<file path="config.mk">
export PLATFORM = sky130hd
export DESIGN_NAME = offset_cancel_filter_sequencer
export DESIGN_NICKNAME = d
export VERILOG_FILES = /design/src/offset_cancel_pkg.sv /design/src/offset_cancel_filter_sequencer.sv
export SDC_FILE = /design/constraint.sdc
export NUM_CORES = 1
export LEC_CHECK = 0
export BUFFER_PORTS_ARGS = -buffer_cell sky130_fd_sc_hd__clkbuf_2
export CELL_PAD_IN_SITES_DETAIL_PLACEMENT = 1
export CELL_PAD_IN_SITES_GLOBAL_PLACEMENT = 1
export CORE_UTILIZATION = 30
export DETAILED_ROUTE_END_ITERATION = 10
export PLACE_DENSITY_LB_ADDON = 0.1
export SYNTH_ARGS = -nofsm -noshare
export SYNTH_HDL_FRONTEND = slang
export SYNTH_SLANG_ARGS = --single-unit
</file>
<file path="constraint.sdc">
create_clock -name clk -period 18.3 [get_ports clk]
set_input_delay 0.915 -clock clk [delete_from_list [all_inputs] [get_ports clk]]
set_output_delay 0.915 -clock clk [all_outputs]
set_load 0.01 [all_outputs]
</file>
<file path="src/offset_cancel_pkg.sv">
// shared constants, types and helpers for the offset cancellation chain
package offset_cancel_pkg;

   localparam int CLK_PERIOD_NS          = 10;
   localparam int SAMPLE_WIDTH           = 16;
   localparam int EST_FRAC_BITS          = 16;
   localparam int FIFO_DEPTH_WORDS       = 16;

   // estimate update periods
   localparam int UPDATE_PERIOD_US       = 256;
   localparam int SLOW_UPDATE_PERIOD_US  = 1024;
   localparam int UPDATE_CYCLES          = UPDATE_PERIOD_US * 1000 / CLK_PERIOD_NS;
   localparam int SLOW_UPDATE_CYCLES     = SLOW_UPDATE_PERIOD_US * 1000 / CLK_PERIOD_NS;

   // dwell time of phases 0..5 in us, then the final phase
   localparam int PHASE_DWELL_US [6]     = '{4096, 4096, 16388, 65530, 262190, 1049000};
   // cutoff in mHz and matching one-pole shift, phases 0..5, final a, final b
   localparam int PHASE_CUTOFF_MHZ [8]   = '{163800, 40960, 10240, 2560, 640, 160, 40, 5};
   localparam int PHASE_SHIFT [8]        = '{2, 4, 6, 8, 10, 12, 14, 15};

   // rate limiter
   localparam int LIMITER_INTERVAL_MS    = 2000;
   localparam int LIMITER_CYCLES         = LIMITER_INTERVAL_MS * (1000000 / CLK_PERIOD_NS);
   localparam int LIMIT_STEP_WIDE_LSB    = 32;
   localparam int NARROW_OUT_BITS        = 10;
   localparam int LIMIT_STEP_NARROW_HALF = 1;

   // latency bound and interpolator
   localparam int CHAIN_LATENCY_MAX_US   = 128;
   localparam int CHAIN_LATENCY_CYCLES   = CHAIN_LATENCY_MAX_US * 1000 / CLK_PERIOD_NS;
   localparam int INTERP_POINTS          = 16;
   localparam int INTERP_STEP_US [4]     = '{1, 1, 2, 4};
   localparam int ESTIMATE_RESET         = 0;

   typedef enum logic [6:0] {
      PH0      = 7'h01,
      PH1      = 7'h02,
      PH2      = 7'h04,
      PH3      = 7'h08,
      PH4      = 7'h10,
      PH5      = 7'h20,
      PH_FINAL = 7'h40
   } phase_t;

   typedef struct packed {
      logic       final_slow;
      logic       narrow_out;
      logic [1:0] chain_period_sel;
   } chain_cfg_t;

   typedef struct packed {
      logic                           valid;
      logic signed [SAMPLE_WIDTH-1:0] data;
   } sample_t;

   function automatic int phase_index(phase_t p);
      case (p)
         PH0:     return 0;
         PH1:     return 1;
         PH2:     return 2;
         PH3:     return 3;
         PH4:     return 4;
         PH5:     return 5;
         default: return 6;
      endcase
   endfunction

   function automatic phase_t next_phase(phase_t p);
      case (p)
         PH0:     return PH1;
         PH1:     return PH2;
         PH2:     return PH3;
         PH3:     return PH4;
         PH4:     return PH5;
         default: return PH_FINAL;
      endcase
   endfunction

   // dwell in update ticks, nearest whole tick
   function automatic logic [15:0] dwell_ticks(phase_t p);
      int i;
      i = phase_index(p);
      if (i > 5) begin
         return 16'hffff;
      end
      return 16'((PHASE_DWELL_US[i] + UPDATE_PERIOD_US / 2) / UPDATE_PERIOD_US);
   endfunction

endpackage

</file>
<file path="src/offset_cancel_filter_sequencer.sv">
// offset cancellation filter, phase sequencer, rate limiter, fifo and interpolator
// How it works
// - phase 0: 256us updates, 163.8Hz, 4.096ms
// - phase 1: 256us updates, 40.96Hz, 4.096ms
// - phase 2: 256us updates, 10.24Hz, 16.388ms
// - phase 3: 256us updates, 2.560Hz, 65.53ms
// - phase 4: 256us updates, 0.64Hz, 262.19ms
// - phase 5: 256us updates, 0.16Hz, 1049ms
// - final variant a: 256us updates, 0.04Hz
// - final variant b: 1024us updates, 0.005Hz
// - variant a only: applied offset moves every 2s
// - 10-bit output: limiter step is 0.5 LSB
// - 16-bit output: limiter step is 32 LSB
// - sinc-to-output latency at most 128us
// - interpolated points every 1us at fastest rate
`timescale 1ns/10ps

module sample_fifo #(
   parameter int W     = 16,
   parameter int DEPTH = 16
) (
   // clock and reset
   input  wire logic         clk,
   input  wire logic         rst_n,
   // write side
   input  wire logic         wr_valid,
   input  wire logic [W-1:0] wr_data,
   output logic              wr_ready,
   // read side
   output logic              rd_valid,
   output logic [W-1:0]      rd_data,
   input  wire logic         rd_ready,
   // fill level
   output logic [$clog2(DEPTH):0] level
);
   localparam int AW = $clog2(DEPTH);

   logic [W-1:0]  mem [DEPTH];
   logic [AW-1:0] wptr;
   logic [AW-1:0] rptr;
   wire           wr_fire = wr_valid && wr_ready;
   wire           rd_fire = rd_valid && rd_ready;

   assign wr_ready = level != (AW+1)'(DEPTH);
   assign rd_valid = level != '0;
   assign rd_data  = mem[rptr];

   always_ff @(posedge clk) begin
      if (wr_fire) begin
         mem[wptr] <= wr_data;
      end
   end

   always_ff @(posedge clk or negedge rst_n) begin
      if (!rst_n) begin
         wptr  <= '0;
         rptr  <= '0;
         level <= '0;
      end else begin
         wptr  <= wr_fire ? wptr + 1'b1 : wptr;
         rptr  <= rd_fire ? rptr + 1'b1 : rptr;
         level <= level + (AW+1)'(wr_fire) - (AW+1)'(rd_fire);
      end
   end
endmodule

module offset_cancel_filter_sequencer
   import offset_cancel_pkg::*;
#(
   parameter int DW       = offset_cancel_pkg::SAMPLE_WIDTH,
   parameter int DEPTH    = offset_cancel_pkg::FIFO_DEPTH_WORDS,
   parameter int UPD_CYC  = offset_cancel_pkg::UPDATE_CYCLES,
   parameter int SLOW_CYC = offset_cancel_pkg::SLOW_UPDATE_CYCLES,
   parameter int LIM_CYC  = offset_cancel_pkg::LIMITER_CYCLES
) (
   // clock and reset
   input  wire logic                         clk,
   input  wire logic                         rst_n,
   // static configuration
   input  wire offset_cancel_pkg::chain_cfg_t cfg,
   // samples from the decimation filter
   input  wire offset_cancel_pkg::sample_t   in_sample,
   output logic                              in_ready,
   // samples to the output formatter
   output offset_cancel_pkg::sample_t        out_sample,
   input  wire logic                         out_ready,
   // status
   output offset_cancel_pkg::phase_t         phase,
   output logic signed [DW-1:0]              applied_offset
);
   import offset_cancel_pkg::*;

   localparam int FW        = DW + EST_FRAC_BITS;
   localparam int AW        = $clog2(DEPTH);
   localparam int NARROW_SZ = (1 << (DW - NARROW_OUT_BITS)) * LIMIT_STEP_NARROW_HALF / 2;
   localparam int LAT_BOUND = 401;

   function automatic logic [3:0] shift_of(phase_t p, logic slow);
      int i;
      i = phase_index(p);
      if (i == 6 && slow) begin
         i = 7;
      end
      return 4'(PHASE_SHIFT[i]);
   endfunction

   function automatic logic [15:0] step_cycles(logic [1:0] sel);
      return 16'(INTERP_STEP_US[sel] * 1000 / CLK_PERIOD_NS);
   endfunction

   // update tick and phase sequencing
   logic [31:0] tick_cnt;
   logic [15:0] dwell_cnt;
   wire         slow_mode  = (phase == PH_FINAL) && cfg.final_slow;
   wire  [31:0] tick_len   = slow_mode ? 32'(SLOW_CYC) : 32'(UPD_CYC);
   wire         tick       = tick_cnt >= tick_len - 32'd1;
   wire  [15:0] dwell_len  = dwell_ticks(phase);
   wire         dwell_done = tick && (phase != PH_FINAL) && (dwell_cnt == dwell_len - 16'd1);

   always_ff @(posedge clk or negedge rst_n) begin
      if (!rst_n) begin
         tick_cnt  <= '0;
         dwell_cnt <= '0;
         phase     <= PH0;
      end else begin
         tick_cnt  <= tick ? '0 : tick_cnt + 32'd1;
         dwell_cnt <= dwell_done ? '0 : (tick ? dwell_cnt + 16'd1 : dwell_cnt);
         phase     <= dwell_done ? next_phase(phase) : phase;
      end
   end

   // one-pole offset estimate
   logic signed [DW-1:0] last_sample;
   logic signed [FW-1:0] est;
   wire         [3:0]    shift   = shift_of(phase, cfg.final_slow);
   wire  signed [FW-1:0] x_ext   = {last_sample, {EST_FRAC_BITS{1'b0}}};
   wire  signed [FW:0]   err     = {x_ext[FW-1], x_ext} - {est[FW-1], est};
   wire  signed [FW:0]   err_sh  = err >>> shift;
   wire  signed [FW-1:0] next_est = FW'(est + err_sh);
   wire  signed [DW-1:0] est_int = est[FW-1:EST_FRAC_BITS];
   wire                  in_fire = in_sample.valid && in_ready;

   always_ff @(posedge clk or negedge rst_n) begin
      if (!rst_n) begin
         last_sample <= '0;
         est         <= FW'(ESTIMATE_RESET);
      end else begin
         last_sample <= in_fire ? in_sample.data : last_sample;
         est         <= tick ? next_est : est;
      end
   end

   // rate limiter
   logic [31:0]          lim_cnt;
   logic signed [DW-1:0] limited;
   wire                  lim_on   = (phase == PH_FINAL) && !cfg.final_slow;
   wire                  lim_tick = lim_on && (lim_cnt == 32'(LIM_CYC) - 32'd1);
   wire  signed [DW:0]   step     = cfg.narrow_out ? (DW+1)'(NARROW_SZ)
                                                   : (DW+1)'(LIMIT_STEP_WIDE_LSB);
   wire  signed [DW:0]   gap      = {est_int[DW-1], est_int} - {limited[DW-1], limited};
   wire  signed [DW-1:0] lim_up   = DW'({limited[DW-1], limited} + step);
   wire  signed [DW-1:0] lim_dn   = DW'({limited[DW-1], limited} - step);
   wire  signed [DW-1:0] next_limited = !lim_on ? est_int
                                      : !lim_tick ? limited
                                      : (gap >= step) ? lim_up
                                      : (gap <= -step) ? lim_dn
                                      : limited;

   always_ff @(posedge clk or negedge rst_n) begin
      if (!rst_n) begin
         lim_cnt        <= '0;
         limited        <= '0;
         applied_offset <= '0;
      end else begin
         lim_cnt        <= (!lim_on || lim_tick) ? '0 : lim_cnt + 32'd1;
         limited        <= next_limited;
         applied_offset <= lim_on ? limited : est_int;
      end
   end

   // offset subtraction with saturation
   sample_t              sub;
   wire  signed [DW:0]   diff  = {in_sample.data[DW-1], in_sample.data}
                               - {applied_offset[DW-1], applied_offset};
   wire                  ovf   = diff[DW] != diff[DW-1];
   wire  signed [DW-1:0] corrected = ovf ? {diff[DW], {(DW-1){~diff[DW]}}} : diff[DW-1:0];
   wire         [AW:0]   level;
   wire                  fifo_wr_ready;
   wire                  fifo_rd_valid;
   wire         [DW-1:0] fifo_rd_data;
   wire                  pop;

   always_ff @(posedge clk or negedge rst_n) begin
      if (!rst_n) begin
         sub      <= '0;
         in_ready <= 1'b0;
      end else begin
         sub.valid <= in_fire;
         sub.data  <= in_fire ? corrected : sub.data;
         in_ready  <= level <= (AW+1)'(DEPTH - 3);
      end
   end

   sample_fifo #(
      .W     (DW),
      .DEPTH (DEPTH)
   ) u_fifo (
      .clk      (clk),
      .rst_n    (rst_n),
      .wr_valid (sub.valid),
      .wr_data  (sub.data),
      .wr_ready (fifo_wr_ready),
      .rd_valid (fifo_rd_valid),
      .rd_data  (fifo_rd_data),
      .rd_ready (pop),
      .level    (level)
   );

   // 1 to 16 interpolator
   logic signed [DW-1:0] prev;
   logic signed [DW-1:0] cur;
   logic [4:0]           idx;
   logic [15:0]          step_cnt;
   wire  [15:0]          step_len  = step_cycles(cfg.chain_period_sel);
   wire                  step_due  = step_cnt >= step_len - 16'd1;
   wire                  idle      = idx == 5'(INTERP_POINTS);
   wire                  emit      = !idle && step_due && (!out_sample.valid || out_ready);
   wire  [4:0]           pos       = idx + 5'd1;
   wire  signed [DW:0]   span      = {cur[DW-1], cur} - {prev[DW-1], prev};
   wire  signed [DW+6:0] prod      = span * $signed({1'b0, pos});
   wire  signed [DW+6:0] frac      = prod >>> 4;
   wire  signed [DW-1:0] point     = DW'(frac + (DW+7)'(prev));
   assign pop = idle && fifo_rd_valid;

   always_ff @(posedge clk or negedge rst_n) begin
      if (!rst_n) begin
         prev       <= '0;
         cur        <= '0;
         idx        <= 5'(INTERP_POINTS);
         step_cnt   <= '0;
         out_sample <= '0;
      end else begin
         prev     <= pop ? cur : prev;
         cur      <= pop ? fifo_rd_data : cur;
         idx      <= pop ? 5'd0 : (emit ? pos : idx);
         step_cnt <= emit ? '0 : (step_due ? step_cnt : step_cnt + 16'd1);
         if (emit) begin
            out_sample.valid <= 1'b1;
            out_sample.data  <= point;
         end else if (out_ready) begin
            out_sample.valid <= 1'b0;
         end
      end
   end

   // checking helpers
   logic [31:0] tick_gap;
   logic [15:0] emit_gap;

   always_ff @(posedge clk or negedge rst_n) begin
      if (!rst_n) begin
         tick_gap <= '0;
         emit_gap <= 16'hffff;
      end else begin
         tick_gap <= tick ? '0 : tick_gap + 32'd1;
         emit_gap <= emit ? '0 : (emit_gap == 16'hffff ? emit_gap : emit_gap + 16'd1);
      end
   end

   property p_update_fast;
      @(posedge clk) disable iff (!rst_n)
      tick && !slow_mode |-> tick_gap == 32'(UPD_CYC) - 32'd1;
   endproperty
   a_update_fast: assert property (p_update_fast)
      else $error("fast update period wrong");

   property p_update_slow;
      @(posedge clk) disable iff (!rst_n)
      tick && slow_mode |-> tick_gap == 32'(SLOW_CYC) - 32'd1;
   endproperty
   a_update_slow: assert property (p_update_slow)
      else $error("slow update period wrong");

   property p_phase_order;
      @(posedge clk) disable iff (!rst_n)
      (phase != $past(phase)) |-> phase == next_phase($past(phase)) && $past(dwell_done);
   endproperty
   a_phase_order: assert property (p_phase_order)
      else $error("phase changed out of order");

   property p_dwell_length;
      @(posedge clk) disable iff (!rst_n)
      $changed(phase) |-> $past(dwell_cnt) == $past(dwell_len) - 16'd1;
   endproperty
   a_dwell_length: assert property (p_dwell_length)
      else $error("phase dwell length wrong");

   property p_final_sticks;
      @(posedge clk) disable iff (!rst_n)
      phase == PH_FINAL |=> phase == PH_FINAL [*4];
   endproperty
   a_final_sticks: assert property (p_final_sticks)
      else $error("left the final phase");

   property p_limit_timing;
      @(posedge clk) disable iff (!rst_n)
      lim_on && $past(lim_on) && $changed(limited) |-> $past(lim_tick);
   endproperty
   a_limit_timing: assert property (p_limit_timing)
      else $error("limited offset moved between intervals");

   property p_limit_step;
      @(posedge clk) disable iff (!rst_n)
      lim_on && $past(lim_on) && $changed(limited) |->
         ((DW+1)'(limited) - (DW+1)'($past(limited)) == step)
         || ((DW+1)'($past(limited)) - (DW+1)'(limited) == step);
   endproperty
   a_limit_step: assert property (p_limit_step)
      else $error("limiter step size wrong");

   property p_subtract;
      @(posedge clk) disable iff (!rst_n)
      in_fire && !ovf |=> DW'(sub.data + $past(applied_offset)) == $past(in_sample.data);
   endproperty
   a_subtract: assert property (p_subtract)
      else $error("offset not subtracted");

   property p_no_overflow;
      @(posedge clk) disable iff (!rst_n)
      sub.valid |-> fifo_wr_ready;
   endproperty
   a_no_overflow: assert property (p_no_overflow)
      else $error("sample lost at fifo input");

   property p_chain_latency;
      @(posedge clk) disable iff (!rst_n)
      pop |-> ##[1:LAT_BOUND] out_sample.valid;
   endproperty
   a_chain_latency: assert property (p_chain_latency)
      else $error("output not produced in time");

   property p_interp_step;
      @(posedge clk) disable iff (!rst_n)
      emit && (emit_gap != 16'hffff) |-> emit_gap >= step_len - 16'd1;
   endproperty
   a_interp_step: assert property (p_interp_step)
      else $error("interpolated points too close");

endmodule

</file>
==> results.sh <==
export IMPL_route_met3_wl_um=1980
export IMPL_die_height_um=334
export IMPL_start_util=0.303
export IMPL_cts_setup_buffers=0
export IMPL_cts_sinks=524
export IMPL_ys_ff_latch=524
export IMPL_synth_top_family_by_area="simple AND/OR/NAND/NOR gates"
export IMPL_final_net_count=3490
export IMPL_viasPerCell=5.12
export IMPL_antenna_cells_inserted=0
export IMPL_coreArea_sq_um=109000
export IMPL_drv_slew=0
export IMPL_synth_compound_area_frac=0.130
export IMPL_dieArea_sq_um=111000
export IMPL_ys_async_sr_fraction=0.511
export IMPL_antenna_found_initial=0
export IMPL_dp_slack_ns=10.0
export IMPL_dr_total_vias=23800
export IMPL_area_growth_pct=12.9
export IMPL_clock_fmax_mhz=121
export IMPL_tritoncts="done"
export IMPL_drc=0
export IMPL_topRoutingLayerUsed="met4"
export IMPL_synth_fa_ha_area_frac=0.121
export IMPL_clkTransAtPathRegs_ns=0.06
export IMPL_gr_total_overflow=0
export IMPL_critPathMaxFanout=45
export IMPL_synth_mux_area_frac=0.0813
export IMPL_start_kind="flip-flop"
export IMPL_critPathMaxStageDelay_ns=1.09
export IMPL_syn_inst=3109
export IMPL_cts_max_level=3
export IMPL_status="finished, final reports clean"
export IMPL_cp_slowest_cell="o311ai_0"
export IMPL_hpwlAfterDp_um=67500
export IMPL_portBuffers=63
export IMPL_route_met2_wl_um=47300
export IMPL_synth_xor_area_frac=0.0557
export IMPL_end_kind="flip-flop"
export IMPL_hold_viol=0
export IMPL_grt_max_degree=69
export IMPL_num_io_pins=65
export IMPL_die_x_um=334
export IMPL_grtUsageTotal=0.168
export IMPL_yosys_area_share_simple=0.138
export IMPL_layout_drive_gt1_share=0.118
export IMPL_layout_min_cycle_time_ns=8.28
export IMPL_met1Wirelength_um=41500
export IMPL_rsz0062_at_grt="false"
export IMPL_synth_edf_count=256
export IMPL_setup_viol=0
export IMPL_worst_slew_pin_slew_ns=1.31
export IMPL_ys_types=102
export IMPL_setup_ws_ns=10.02
export IMPL_drt_iter0_drc=976
export IMPL_cts_resized_gates=0
export IMPL_grt_pass1_vias=25700
export IMPL_synth_cell_area_sq_um=33000
export IMPL_postCtsHoldBufs=0
export IMPL_clockBufferDepth=3
export IMPL_crit_required_ns=18.79
export IMPL_synthTopCellsByArea="edfxtp_1, dfrtp_1, ha_1"
export IMPL_cts_root_buf="clkbuf_16"
export IMPL_syn_area_per_cell_sq_um=10.6
export IMPL_ys_warn_count=0
export IMPL_synth_seq_area_share=0.436
export IMPL_hp_class="input port to asynchronous set/reset pin"
export IMPL_crit_type="flip-flop to flip-flop"
export IMPL_critical_path_arrival_ns=8.77
export IMPL_post_drt_wl_per_cell_um=20.0
export IMPL_routed_wl_um=92800
export IMPL_grt_first_pass_wirelength_um=148000
export IMPL_insertion_delay_ns=0.62
export IMPL_yosysTopAreaCell="edfxtp_1"
export IMPL_ys_flop_type="dfrtp_1"
export IMPL_place_congestion=0.811
export IMPL_cts_buffers=68
export IMPL_fin_crit_sh=0.453
export IMPL_maxCapViolations=0
export IMPL_synth_top_area_frac=0.233
export IMPL_drt_pass1_iter_count=4
export IMPL_rows=121
export IMPL_max_slew_margin_rel=0.116
export IMPL_clock_skew_ns=0.0310
export IMPL_fin_setup_tns_ns=0
export IMPL_postRouteAntennaNets=0
export IMPL_yosysMostFrequentCell="nand2_1"
export IMPL_synth_commonest_cells="nand2_1, nor2_1, dfrtp_1, edfxtp_1, ha_1"
## layout by cell type, fill, tap and decap left out, types with 15 or more instances in the layout
cell type,count
nor2_1,272
o31ai_1,31
o21a_1,34
dfrtp_1,263
nand3_1,83
nand2b_1,33
o21bai_1,15
mux2i_1,35
a21oi_1,173
a31oi_1,36
clkbuf_1,15
clkbuf_2,62
nand2_1,273
mux2_2,39
nand4_1,27
mux4_2,81
and3_1,24
nor2b_1,33
clkbuf_16,70
a211oi_1,25
edfxtp_1,256
nor3_1,50
conb_1,24
inv_1,189
a21o_1,42
ha_1,226
xnor2_1,119
fa_1,56
and2_1,40
xor2_1,91
or3_1,29
nor4_1,29
buf_4,39
o21ai_0,171
## path summary, 6_finish.rpt
check / endpoint / start / slack (ns) / cells after the start
max: est[31] / phase[1] / 10.02 / 32
min: out_sample[6] / rst_n / 0.20 / 1
max in group asynchronous: last_sample[15] / rst_n / 16.13 / 3
max reg2reg: est[31] / phase[1] / 10.02 / 32
min in group clk: out_sample[1] / out_sample[1] / 0.47 / 2
min reg2reg: out_sample[1] / out_sample[1] / 0.47 / 2
## area by class of cell
type	count	area, sq um
clock buffers	90	1880
clock inverters	31	355
fillers	12100	71700
inverters	192	721
multi-input cells	2296	17500
flip-flops and latches	524	14400
well taps	1414	1770
repair buffers	102	618
## cells by family (layout without fill, tap and decap cells)
| group | after synthesis | after routing |
|---|---|---|
| AO/OA/AOI/OAI | 668 | 668 |
| flip-flops | 524 | 524 |
| adder cells (fa/ha/maj) | 285 | 285 |
| other | 2 | 24 |
| XOR/XNOR | 210 | 210 |
| AND/OR/NAND/NOR | 949 | 949 |
| multiplexers | 160 | 160 |
| buffers and inverters | 311 | 415 |
## sequential cells by signal, indices dropped and copies added, names as in the netlist, 17 cells and up
register    count
u_fifo.mem    256
est            32
lim_cnt        32
tick_cnt       32
out_sample     17
sub            17
## metal layers
| layer | vias up | track usage |
|---|---|---|
| met2 | 223 | 0.307 |
| met1 | 12100 | 0.210 |
| met3 | 118 | 0.0203 |
| met4 | 0 | 0.0415 |
| met5 | - | 0 |
| li1 | 11400 | - |
## per-stage QoR
stage,hold WS [ns],utilization,area (sq um),cells
after CTS,0.172,0.342,37300,4649
after global routing,0.196,0.342,37300,4649
after detailed placement,0.465,0.322,35000,4528
after floorplan,0.421,-,33100,3131
final,0.203,0.342,37300,4649
after global placement,0.460,0.322,35000,4528
## worst max-delay path, delay by kind of cell, from the launching register on
kind,cells,cell delay [ns]
buffers and inverters,6,1.19
and+or+nand+nor,8,1.86
xor gates and xnor gates,2,0.31
DFF,1,0.54
AOI/OAI and AO/OA,13,3.40
adders and majority gates,3,0.79
Power is left out: the tool's default activity adds up to more than one toggle a clock period on the data nets, which glitch-free logic cannot reach.
